==> config.mk <==
export PLATFORM = sky130hd
export DESIGN_NAME = arp_readback_port
export DESIGN_NICKNAME = d
export VERILOG_FILES = /design/src/arp_pkg.sv /design/src/arp_stream_if.sv /design/src/arp_readback_port.sv /design/src/arp_word_fifo.sv
export VERILOG_INCLUDE_DIRS = /design/src
export SDC_FILE = /design/constraint.sdc
export NUM_CORES = 1
export LEC_CHECK = 0
export ABC_CLOCK_PERIOD_IN_PS = 3400
export BUFFER_PORTS_ARGS = -buffer_cell sky130_fd_sc_hd__buf_2
export CAP_MARGIN = 20
export CORE_UTILIZATION = 55
export CTS_CLUSTER_SIZE = 40
export DETAILED_ROUTE_END_ITERATION = 16
export GPL_TIMING_DRIVEN = 0
export PLACE_DENSITY = 0.84
export RECOVER_POWER = 100
export SETUP_SLACK_MARGIN = 0.02
export SYNTH_ARGS = -nofsm -noshare
export SYNTH_HDL_FRONTEND = slang
export SYNTH_SLANG_ARGS = --single-unit
==> constraint.sdc <==
create_clock -name clk -period 3.4 [get_ports clk]
set_clock_uncertainty 0.2 [all_clocks]
set_input_delay 0.34 -clock clk [delete_from_list [all_inputs] [get_ports clk]]
set_output_delay 0.34 -clock clk [all_outputs]
set_load 0.01 [all_outputs]
==> src/arp_params.svh <==
`ifndef ARP_PARAMS_SVH
`define ARP_PARAMS_SVH

// Bit positions in the synchronised pin vector
`define ARP_SI_PGA    0
`define ARP_SI_UNI    1
`define ARP_SI_ADDR   2
`define ARP_SI_PAIR_INPUT_SELECT   5
`define ARP_SI_M0     6
`define ARP_SI_M1     7
`define ARP_SI_LAUNCH 8
`define ARP_SI_RD     9
`define ARP_SI_CS     10
`define ARP_SI_W      11

// Pin vector value after reset: chip select, strobes and mode pin zero idle high,
// so a host holding mode pin one high at reset cannot fake a readback entry
`define ARP_SI_RST    11'h740

// Field positions in one sequencer entry
`define ARP_CF_EOS    0
`define ARP_CF_GAIN   1
`define ARP_CF_POL    2
`define ARP_CF_ADDR   3
`define ARP_CF_PAIR_INPUT_SELECT   6
`define ARP_CF_W      7

// Sizes
`define ARP_SEQ_DEPTH  16
`define ARP_RES_W      12
`define ARP_SHARED_W   3
`define ARP_FIFO_DEPTH 2

`endif

==> src/arp_pkg.sv <==
`include "arp_params.svh"

package arp_pkg;

    // Port state: idle, converting, sequencer readback
    typedef enum logic [1:0] {
        ARP_IDLE,
        ARP_CONV,
        ARP_READBACK
    } arp_state_t;

    // One conversion result with the settings it was taken with
    typedef struct packed {
        logic                  pairMode;
        logic [2:0]            chanAddr;
        logic                  bipolar;
        logic [`ARP_RES_W-1:0] code;
    } arp_word_t;

endpackage : arp_pkg

==> src/arp_stream_if.sv <==
`timescale 1ns/10ps
`default_nettype none

// Valid/ready word stream between the port and its result buffer
interface arp_stream_if #(
    parameter int W = 17
);
    logic         valid;  // Word offered
    logic         ready;  // Word accepted when both high
    logic [W-1:0] data;   // Payload

    modport source (output valid, output data, input ready);
    modport sink   (input valid, input data, output ready);
endinterface : arp_stream_if

`default_nettype wire

==> src/arp_readback_port.sv <==
`timescale 1ns/10ps
`default_nettype none
`include "arp_params.svh"

module arp_readback_port
    import arp_pkg::*;
#(
    parameter int RES_W      = `ARP_RES_W,     // 12 or 10 result bits
    parameter int SEQ_DEPTH  = `ARP_SEQ_DEPTH, // Sequencer locations
    parameter int FIFO_DEPTH = `ARP_FIFO_DEPTH // Result buffer words
) (
    // Clock and reset
    input  wire logic                            clk,
    input  wire logic                            reset_n,
    // Host strobes and mode pins, asynchronous
    input  wire logic                            chipSelect_n,
    input  wire logic                            readStrobe_n,
    input  wire logic                            sampleLaunch_n,
    input  wire logic                            modePinZero,
    input  wire logic                            modePinOne,
    // Configuration pins, asynchronous
    input  wire logic                            pairInputSelect,
    input  wire logic [2:0]                      channelAddrIn,
    input  wire logic                            polaritySpanSelect,
    input  wire logic                            gainSelect,
    // Sequencer load port, same clock
    input  wire logic                            seqLoadValid,
    input  wire logic [$clog2(SEQ_DEPTH)-1:0]    seqLoadAddr,
    input  wire logic [`ARP_CF_W-1:0]            seqLoadData,
    // Converter core, same clock
    output logic                                 convStart,
    output logic                                 convReady,
    input  wire logic                            convDone,
    input  wire logic [RES_W-1:0]                convCode,
    // Multiplexer and range control
    output logic [2:0]                           muxPosSel,
    output logic [2:0]                           muxNegSel,
    output logic                                 muxNegCommon,
    output logic                                 spanBipolar,
    output logic                                 gainUnity,
    // Parallel output pins
    output logic [RES_W-1:0]                     resultPins,
    output logic                                 pairmodeOutBit,
    output logic                                 channelAddrOutHi,
    output logic                                 channelAddrOutMid,
    output logic                                 channelAddrOutLo,
    output logic                                 pinsOe,
    output logic                                 busy
);
    localparam int SAW = $clog2(SEQ_DEPTH);
    localparam int CW  = `ARP_RES_W;
    localparam int SH  = `ARP_SHARED_W;

    // Whole port state
    typedef struct packed {
        logic [`ARP_SI_W-1:0]                   s1;       // Sync stage one
        logic [`ARP_SI_W-1:0]                   s2;       // Sync stage two
        logic [`ARP_SI_W-1:0]                   s3;       // Sync stage three
        logic [`ARP_SI_W-1:0]                   f;        // Agreed pin levels
        arp_state_t                             st;       // Port state
        arp_word_t                              conv;     // Settings of running conversion
        logic                                   coreHeld; // Core word waiting
        arp_word_t                              coreWord; // Word from the core
        arp_word_t                              outWord;  // Output latch
        logic [SEQ_DEPTH-1:0][`ARP_CF_W-1:0]    seq;      // Sequencer memory
        logic [SAW-1:0]                         seqPtr;   // Current location
        logic                                   convStart;
        logic                                   convReady;
        logic [2:0]                             muxPos;
        logic [2:0]                             muxNeg;
        logic                                   negCommon;
        logic                                   spanBip;
        logic                                   gainOne;
        logic [RES_W-1:0]                       resultPins;
        logic                                   pairBit;
        logic [2:0]                             addrOut;
        logic                                   pinsOe;
        logic                                   busy;
    } arp_port_st_t;

    arp_port_st_t           q;          // Registered state
    arp_port_st_t           d;          // Next state
    logic [`ARP_SI_W-1:0]   pinVec;     // Raw pins
    logic [`ARP_SI_W-1:0]   agree;      // Stages two and three equal
    logic                   launchFall; // Agreed launch edge
    logic                   rdRise;     // Agreed read release
    logic                   selected;   // Chip select low
    logic                   reading;    // Read in progress
    logic                   rbMode;     // Mode pins say readback
    logic                   outPop;     // Output latch loads
    logic [RES_W-1:0]       code;       // Core code after coding
    logic [`ARP_CF_W-1:0]   entry;      // Sequencer entry on show

    // Buffer between core and output latch
    arp_stream_if #(.W($bits(arp_word_t))) toFifo ();
    arp_stream_if #(.W($bits(arp_word_t))) fromFifo ();

    arp_word_fifo #(
        .WIDTH ($bits(arp_word_t)),
        .DEPTH (FIFO_DEPTH)
    ) u_fifo (
        .clk     (clk),
        .reset_n (reset_n),
        .inQ     (toFifo),
        .outQ    (fromFifo)
    );

    assign pinVec = {chipSelect_n, readStrobe_n, sampleLaunch_n, modePinOne,
                     modePinZero, pairInputSelect, channelAddrIn,
                     polaritySpanSelect, gainSelect};

    // The held core word is offered to the buffer
    assign toFifo.valid = q.coreHeld;
    assign toFifo.data  = q.coreWord;

    // Next-state logic
    always_comb begin
        d = q;
        // Three-stage synchroniser; first stage feeds only the second
        d.s1  = pinVec;
        d.s2  = q.s1;
        d.s3  = q.s2;
        agree = ~(q.s2 ^ q.s3);
        d.f   = (agree & q.s3) | (~agree & q.f);
        // Edges and levels on agreed pins
        launchFall = q.f[`ARP_SI_LAUNCH] & ~d.f[`ARP_SI_LAUNCH];
        rdRise     = ~q.f[`ARP_SI_RD] & d.f[`ARP_SI_RD];
        selected   = ~d.f[`ARP_SI_CS];
        reading    = selected & ~d.f[`ARP_SI_RD];
        rbMode     = d.f[`ARP_SI_M1] & ~d.f[`ARP_SI_M0];
        d.convStart = 1'b0;

        // Sequencer memory load
        if (seqLoadValid) begin
            d.seq[seqLoadAddr] = seqLoadData;
        end

        // Held word leaves once the buffer takes it
        if (q.coreHeld && toFifo.ready) begin
            d.coreHeld = 1'b0;
        end
        // Core gives offset binary; flipping the MSB yields two's complement
        code = convCode;
        if (q.conv.bipolar) begin
            code[RES_W-1] = ~convCode[RES_W-1];
        end
        if (convDone && !q.coreHeld) begin
            d.coreHeld      = 1'b1;
            d.coreWord      = q.conv;
            d.coreWord.code = CW'(code);
        end
        // Core may only finish while a holding slot is free
        d.convReady = ~d.coreHeld;

        // Latch never changes under a read, so a word is never torn
        fromFifo.ready = ~reading & ~rbMode;
        outPop         = fromFifo.valid & fromFifo.ready;
        if (outPop) begin
            d.outWord = fromFifo.data;
        end

        // Port state machine
        case (q.st)
            ARP_IDLE: begin
                if (rbMode) begin
                    d.st     = ARP_READBACK;
                    d.seqPtr = '0;
                end else if (launchFall && selected) begin
                    d.st             = ARP_CONV;
                    d.convStart      = 1'b1;
                    d.conv.pairMode  = d.f[`ARP_SI_PAIR_INPUT_SELECT];
                    d.conv.chanAddr  = d.f[`ARP_SI_ADDR +: 3];
                    d.conv.bipolar   = d.f[`ARP_SI_UNI];
                    d.conv.code      = '0;
                    // Pairs are even/odd neighbours of the chosen channel
                    d.muxPos    = d.f[`ARP_SI_ADDR +: 3];
                    d.muxNeg    = {d.f[`ARP_SI_ADDR+1 +: 2], ~d.f[`ARP_SI_ADDR]};
                    d.negCommon = ~d.f[`ARP_SI_PAIR_INPUT_SELECT];
                    d.spanBip   = d.f[`ARP_SI_UNI];
                    d.gainOne   = d.f[`ARP_SI_PGA];
                end
            end
            ARP_CONV: begin
                // Busy ends only when the result sits in the latch
                if (outPop) begin
                    d.st = ARP_IDLE;
                end
            end
            ARP_READBACK: begin
                if (!rbMode) begin
                    d.st = ARP_IDLE;
                end else if (rdRise && selected) begin
                    d.seqPtr = (q.seqPtr == SAW'(SEQ_DEPTH-1)) ? '0 : q.seqPtr + 1'b1;
                end
            end
            default: begin
                d.st = ARP_IDLE;
            end
        endcase

        // Busy high only when idle
        d.busy   = (d.st == ARP_IDLE);
        // Drivers follow the read strobe while chip select is low
        d.pinsOe = reading;

        // Pin values
        entry = d.seq[d.seqPtr];
        if (rbMode) begin
            d.pairBit    = entry[`ARP_CF_PAIR_INPUT_SELECT];
            d.addrOut    = entry[`ARP_CF_ADDR +: 3];
            d.resultPins = {entry[`ARP_CF_POL], entry[`ARP_CF_GAIN],
                            entry[`ARP_CF_EOS], {(RES_W-SH){1'b0}}};
        end else begin
            d.pairBit    = d.outWord.pairMode;
            d.addrOut    = d.outWord.chanAddr;
            // Top three result bits land on the shared pins for either width
            d.resultPins = d.outWord.code[RES_W-1:0];
        end
    end

    // State register, synchronous reset to idle levels
    always_ff @(posedge clk) begin
        if (!reset_n) begin
            q           <= '0;
            q.s1        <= `ARP_SI_RST;
            q.s2        <= `ARP_SI_RST;
            q.s3        <= `ARP_SI_RST;
            q.f         <= `ARP_SI_RST;
            q.convReady <= 1'b1;
            q.busy      <= 1'b1;
        end else begin
            q <= d;
        end
    end

    // Outputs straight from the state register
    assign convStart         = q.convStart;
    assign convReady         = q.convReady;
    assign muxPosSel         = q.muxPos;
    assign muxNegSel         = q.muxNeg;
    assign muxNegCommon      = q.negCommon;
    assign spanBipolar       = q.spanBip;
    assign gainUnity         = q.gainOne;
    assign resultPins        = q.resultPins;
    assign pairmodeOutBit    = q.pairBit;
    assign channelAddrOutHi  = q.addrOut[2];
    assign channelAddrOutMid = q.addrOut[1];
    assign channelAddrOutLo  = q.addrOut[0];
    assign pinsOe            = q.pinsOe;
    assign busy              = q.busy;
endmodule : arp_readback_port

`default_nettype wire

==> src/arp_word_fifo.sv <==
`timescale 1ns/10ps
`default_nettype none
`include "arp_params.svh"

module arp_word_fifo #(
    parameter int WIDTH = 17,
    parameter int DEPTH = `ARP_FIFO_DEPTH
) (
    // Clock and reset
    input wire logic     clk,
    input wire logic     reset_n,
    // Filling and draining sides
    arp_stream_if.sink   inQ,
    arp_stream_if.source outQ
);
    localparam int AW = (DEPTH > 1) ? $clog2(DEPTH) : 1;

    // Whole buffer state
    typedef struct packed {
        logic [DEPTH-1:0][WIDTH-1:0] mem;
        logic [AW-1:0]               wr;
        logic [AW-1:0]               rd;
        logic [AW:0]                 cnt;
    } arp_fifo_st_t;

    arp_fifo_st_t q;     // Registered state
    arp_fifo_st_t d;     // Next state
    logic         push;  // Word enters
    logic         pop;   // Word leaves

    // Full and empty come straight from the count, never guessed
    assign inQ.ready  = (q.cnt != (AW+1)'(DEPTH));
    assign outQ.valid = (q.cnt != '0);
    assign outQ.data  = q.mem[q.rd];

    // Pointer and count update
    always_comb begin
        d    = q;
        push = inQ.valid && inQ.ready;
        pop  = outQ.valid && outQ.ready;
        if (push) begin
            d.mem[q.wr] = inQ.data;
            d.wr = (q.wr == AW'(DEPTH-1)) ? '0 : q.wr + 1'b1;
        end
        if (pop) begin
            d.rd = (q.rd == AW'(DEPTH-1)) ? '0 : q.rd + 1'b1;
        end
        case ({push, pop})
            2'b10:   d.cnt = q.cnt + 1'b1;
            2'b01:   d.cnt = q.cnt - 1'b1;
            default: d.cnt = q.cnt;
        endcase
    end

    // State register, synchronous reset
    always_ff @(posedge clk) begin
        if (!reset_n) begin
            q <= '0;
        end else begin
            q <= d;
        end
    end
endmodule : arp_word_fifo

`default_nettype wire

# Word level (Yosys, flattened, before mapping)
# Cells that the tools add are included.
# totals
register_bits	265
input_bits	38
output_inout_bits	29
wordCells	137
# op_classes
add_sub_neg	5
n_lt_le_gt_ge	6
n_eq_ne	6
n_mux	30
n_bitwise	25
n_reduce_logical	15
# ops
op	n
$bwmux W112	1
$mux W112	1
$mux W17	4
$bwmux W34	1
$bmux W7 S4	1
$demux W7 S4	1
$and A11 B11 Y11	2
$not A11 Y11	2
$mux W19	1
$mux W18	1
$demux W17 S1	1
$mux W16	1
$mux W4	4
$mux W7	2
$not A1 Y1	13
$or A11 B11 Y11	1
$xor A11 B11 Y11	1
$lt A4 B5 Y1 const B	2
$pmux W4 S2	1
$logic_and A1 B1 Y1	7
$and A1 B1 Y1	6
$mux W2	3
$pmux W2 S3	1
$mux W1	5
18 further kinds	24

# Logic depth before layout (Yosys ltp)
# depth
word_depth	13
mapped_depth	12
mapped_depth_nobuf	9

# By module
# Synthesis repeated with hierarchy kept, for this count alone.
# hier_totals
cells_unflattened	1407
hier_area_um2	12126.6
# by_module_without_submodules
module	instances	cells_each	area_each_um2	seq_area_each_um2
arp_readback_port	1	1238	10403.7	4484.3
arp_word_fifo	1	169	1722.9	760.7

# Least setup slack after synthesis
# OpenSTA, ideal clock, no wires.
# synth_path
path_kind	reg-to-reg
start	register q[216] (netlist bit)
end	register q, in the netlist channelAddrOutLo
setup_time_ps	128
arrival_ps	2516
required_ps	3072
path_slack_ps	555
stages_incl_launch_ff	12
n_path_buf	3
synth_period_minus_slack_ps	2845
path_cell_list	dfxtp_1 -> o21a_1 -> or4_1 -> buf_4 -> o2bb2ai_4 -> buf_6 -> buf_2 -> or4_1 -> o31ai_1 -> mux2i_1 -> a211oi_2 -> a221oi_2
# synth_via
elab_chain_len	12
elab_cells_between_ends	18
cone_classes	mux (7); bitwise (11)
# synth_rtl
element	line	text
start, declared	arp_readback_port.sv:81	arp_port_st_t q;
$xor A11 B11 Y11	arp_readback_port.sv:123	agree = ~(q.s2 ^ q.s3);
$not A11 Y11	arp_readback_port.sv:123	
$not A11 Y11	arp_readback_port.sv:124	d.f = (agree & q.s3) | (~agree & q.f);
$and A11 B11 Y11	arp_readback_port.sv:124	
$or A11 B11 Y11 *	arp_readback_port.sv:124	
$not A1 Y1 *	arp_readback_port.sv:130	rbMode = d.f[`ARP_SI_M1] & ~d.f[`ARP_SI_M0];
$and A1 B1 Y1 *	arp_readback_port.sv:130	
$mux W4 (tied with other cells)	arp_readback_port.sv:190	if (!rbMode) begin
$pmux W4 S2 or $and A1 B1 Y1 (tied branches)	arp_readback_port.sv:163, arp_readback_port.sv:156	
$bmux W7 S4 or $and A1 B1 Y1 (tied branches)	arp_readback_port.sv:207, arp_readback_port.sv:157	
$mux W7 (implied by the code) or $mux W17 (tied branches)	arp_readback_port.sv:207, arp_readback_port.sv:158	
$mux W16 *	arp_readback_port.sv:208	if (rbMode) begin
# Mark *: on every way between the ends. The rest lies on a longest branch, timed or not. The select of a mux whose other input is x is not followed.
# A chain may end at the register's enable or synchronous reset.

# Worst setup path in the final report
# layout_path
start	register q[216] (netlist bit)
end	register q, in the netlist pairmodeOutBit
# The elaborated chain is that of the path after synthesis.

==> impl_results.md <==
* Status: completed
* Pleak at 4.77 nW
* Vias in the first global route at 10697
* Synth Area in Adders at 0.909%
* FF+latch count, synth at 259
* Congestion Overflow GR at 0
* CP Cell Sequence: o2bb2ai_1 -> or4_1 -> buf_4 -> and2_0 -> buf_6 -> nor3b_4 -> o311ai_0 -> o221ai_2 -> o211ai_1 -> a221oi_2
* Startpoint types: flip-flop
* Synth warn at 0
* Crit Path Category: flip-flop to flip-flop
* Initial antenna violation count at 1
* Global Route Usage Sum at 33.7%
* Pins Over Slew Limit at 0
* Top FF cell, synth: dfxtp_1
* Final setup violation count at 0
* First-pass GRT wire length at 57.7 mm
* Critical path destination: pairmodeOutBit$_SDFF_PN0_
* Worst Max-Slew Pin Slew at 0.966 ns
* Vias per cell at 6.19
* Die width at 148 µm
* Crit. End Element: flip-flop
* Syn avg cell area at 8.05 µm²
* Drt wl/cell at 19.8 µm
* Syn Inst Count at 1453
* Simple-Gate Fraction of Synth Area at 23.6%
* Mapped Nets at 1493
* Clock H-tree levels at 1
* Fmax at 0.297 GHz
* Layout cells sized above 1 at 12.1%
* Max-Cap Viols at 0
* CP arrival at 3.59 ns
* Initial Util at 56.9%
* Setup WS post-layout at 0.0368 ns
* Clock Latency Late Sink at 0.55 ns
* Ys async rst share at 0%
* Largest family of logic cells by synthesized area: simple AND/OR/NAND/NOR gates
* Final-report hold violation count at 0
* Largest net degree at the start of global routing at 15
* Slew margin rel. at 35.1%
* Period minus WS final at 3.36 ns
* Final period util at 98.9%
* Hold Path Class: input pin to flip-flop
* # IOs at 67
* Compound-cell area share of the yosys netlist at 22.4%
* Data required time of the worst path at 3.62 ns
* Drt initial violations at 1282
* Critical path origin: q[216]$_SDFF_PN1_
* R2R setup slack at 0.04 ns
* Die area at 21900 µm²
* Worst r2r src: q[216]$_SDFF_PN1_
* Critical Path Slowest Stage Cell: or4_1
* Final core utilization at 67.0%
* Final setup TNS at 0 ns
* Peak VDD IR at 0.507 mV
* Core Area at 20600 µm²
* Seq/Total Area, Yosys at 44.3%
* Site Rows at 52
* Worst R2R End: pairmodeOutBit$_SDFF_PN0_
* Max clock buf depth at 3
* Worst slack, placed at -0.267 ns
* RSZ-0062 raised after global routing: true
* Mapped cell area at 11700 µm²
* Clock transition at path regs at 0.06 ns
* Port Buf Inserts at 62
* Slowest stage delay, CP at 0.52 ns
* Total number of vias at 11496
* Die H at 148 µm
* Final WL at 36.9 mm
* PD cells at 531 nW/µm²
* CTS tree: built
* Post-synthesis cell type count at 70
* Area growth syn-to-layout at 17.7%
* Clock buffer count from CTS at 26
* Number of synthesized flops with an enable pin at 0
* Pre-antenna DRT Iters at 5
* Worst r2r path cells at 10
* Clock sink count at 259
* CP Max Fanout at 7
* Final ANT Viol Nets at 0
* Residual DRC at 0
* Cell chosen for the clock root: clkbuf_16
* Post-Synth XOR/XNOR Area at 0.299%
* Nets at 1609
* Mux share of post-synthesis cell area at 2.65%
* DP HPWL at 25.7 mm
* GP Congestion at 0.999
* WHS Path Cells at 2
==> metrics by stage <==
stage | power, mW | hold slack, ns | cells | area, µm²
finish | 7.32 | 0.0281 | 1857 | 13800
global route | 7.55 | 0.0691 | 1857 | 13800
CTS | 7.31 | 0.0275 | 1854 | 13600
detailed placement | 4.37 | 0.194 | 1785 | 12400
global placement | 4.33 | 0.190 | 1785 | 12400
floorplan | 4.06 | 0.186 | 1453 | 11700
==> flip-flops by register name, indices dropped and copies added (netlist names), 3 cells and up <==
signal and flops:
d 22, muxPosSel 3, u_fifo.q 36, q 173
resultPins 12
==> metal layers <==
| metal | wire length (µm) | GRT usage [%] | vias to the layer above |
|---|---|---|---|
| met2 | 16600 | 52.4 | 625 |
| met5 | 0 | 0 | - |
| met1 | 15100 | 46.2 | 5443 |
| met3 | 3650 | 5.65 | 100 |
| met4 | 1440 | 14.3 | 0 |
| li1 | - | - | 5328 |
==> logic make-up after synthesis <==
group,Yosys count
fa+ha+maj,10
flops,259
xor+xnor,4
mux,31
compound gates,400
buf+inv,142
simple gates,607
==> where the power goes <==
part	switching, mW	total, mW	internal (mW)
clock network	1.22	2.96	1.74
logic	0.630	1.01	0.380
registers	0.0938	3.35	3.25
==> cell usage after synthesis (2+ instances only) <==
cell type    n  area share, %
nor2b_1     10           0.53
o221ai_1     6           0.45
or3_1       11           0.59
and3_1       3           0.16
and2_1      27            1.4
nor2_8       2           0.34
o22ai_1     15           0.80
a221oi_2     5           0.64
o311ai_1    12           0.90
or2_2        2           0.11
a211oi_2     5           0.53
xnor2_1      3           0.22
o41ai_1      3           0.22
nand3_1     11           0.47
nand2b_1    23            1.2
buf_2        9           0.38
nand3b_1     4           0.26
buf_6        6           0.58
nor2_1     106            3.4
buf_4       25            1.6
inv_1        9           0.29
clkbuf_1    86            2.8
mux2i_1     31            2.7
o211ai_1    15           0.96
a2111oi_2    5           0.64
nor4_1       3           0.16
o21ai_0     28            1.2
nor3_1      28            1.2
a211oi_1    44            2.8
a2111oi_1    2           0.17
o311ai_0    11           0.82
a21oi_2      2           0.15
o31ai_1     14           0.90
ha_1         2           0.21
o21ai_1     10           0.43
dfxtp_1    259             44
or4_1       36            2.3
a21oi_1    199            8.5
buf_1        6           0.19
maj3_1       7           0.60
nand2_1    332             11
o21ai_2      3           0.22
o2111a_1     6           0.58
==> cell usage in the layout (no fill, tap or decap), drive strengths merged, types with 8 or more instances in the layout <==
| cell | Yosys | layout |
|---|---|---|
| a2111oi | 8 | 8 |
| a211oi | 49 | 49 |
| a21oi | 201 | 201 |
| and2 | 28 | 28 |
| buf | 46 | 73 |
| clkbuf | 86 | 157 |
| clkinv | 1 | 8 |
| dfxtp | 259 | 259 |
| dlygate4sd3 | 0 | 24 |
| inv | 9 | 9 |
| maj3 | 8 | 8 |
| mux2i | 31 | 31 |
| nand2 | 333 | 333 |
| nand2b | 23 | 23 |
| nand3 | 12 | 12 |
| nor2 | 108 | 109 |
| nor2b | 10 | 10 |
| nor3 | 28 | 28 |
| o211ai | 15 | 15 |
| o21ai | 42 | 42 |
| o22ai | 15 | 15 |
| o311ai | 23 | 23 |
| o31ai | 15 | 15 |
| or3 | 11 | 11 |
| or4 | 36 | 36 |
==> worst max-delay path: cells and delay by family (launching register included) <==
kind,cells,cell delay (ns)
AND/OR/NAND/NOR,3,1.05
flip-flops,1,0.34
AO/OA/AOI/OAI,5,1.32
buffers and inverters,2,0.33
==> cell type report <==
class | count | area [µm²]
timing repair buffer | 88 | 533
inverter | 10 | 37.5
clock buffer | 35 | 734
multi-input combinational | 1053 | 6120
sequential | 259 | 5190
clock inverter | 10 | 144
buffer | 131 | 682
fill | 1692 | 6790
antenna | 1 | 2.50
tap | 270 | 338
==> worst min-delay path by stage <==
stage	slack, ns	end	startpoint
after floorplan	0.19	d[216]$_SDFF_PN1_	d[227]$_SDFF_PN1_
after global placement	0.19	d[218]$_SDFF_PN1_	d[229]$_SDFF_PN1_
after detailed placement	0.19	d[219]$_SDFF_PN1_	d[230]$_SDFF_PN1_
after CTS	0.03	q[220]$_SDFF_PN1_	reset_n
after global routing	0.07	q[209]$_SDFF_PN1_	reset_n
final	0.03	q[220]$_SDFF_PN1_	reset_n
==> timing repair <==
action | in CTS | in global routing
resized for setup | 25 | 50
hold buffers | 24 | 0
endpoints found under the setup margin | 8 | 8
pin swaps | 4 | 15
hold endpoints to repair | 25 | 0
setup buffers | 0 | 2
cloned | 0 | 1
Power figures use the tool's default switching activity.
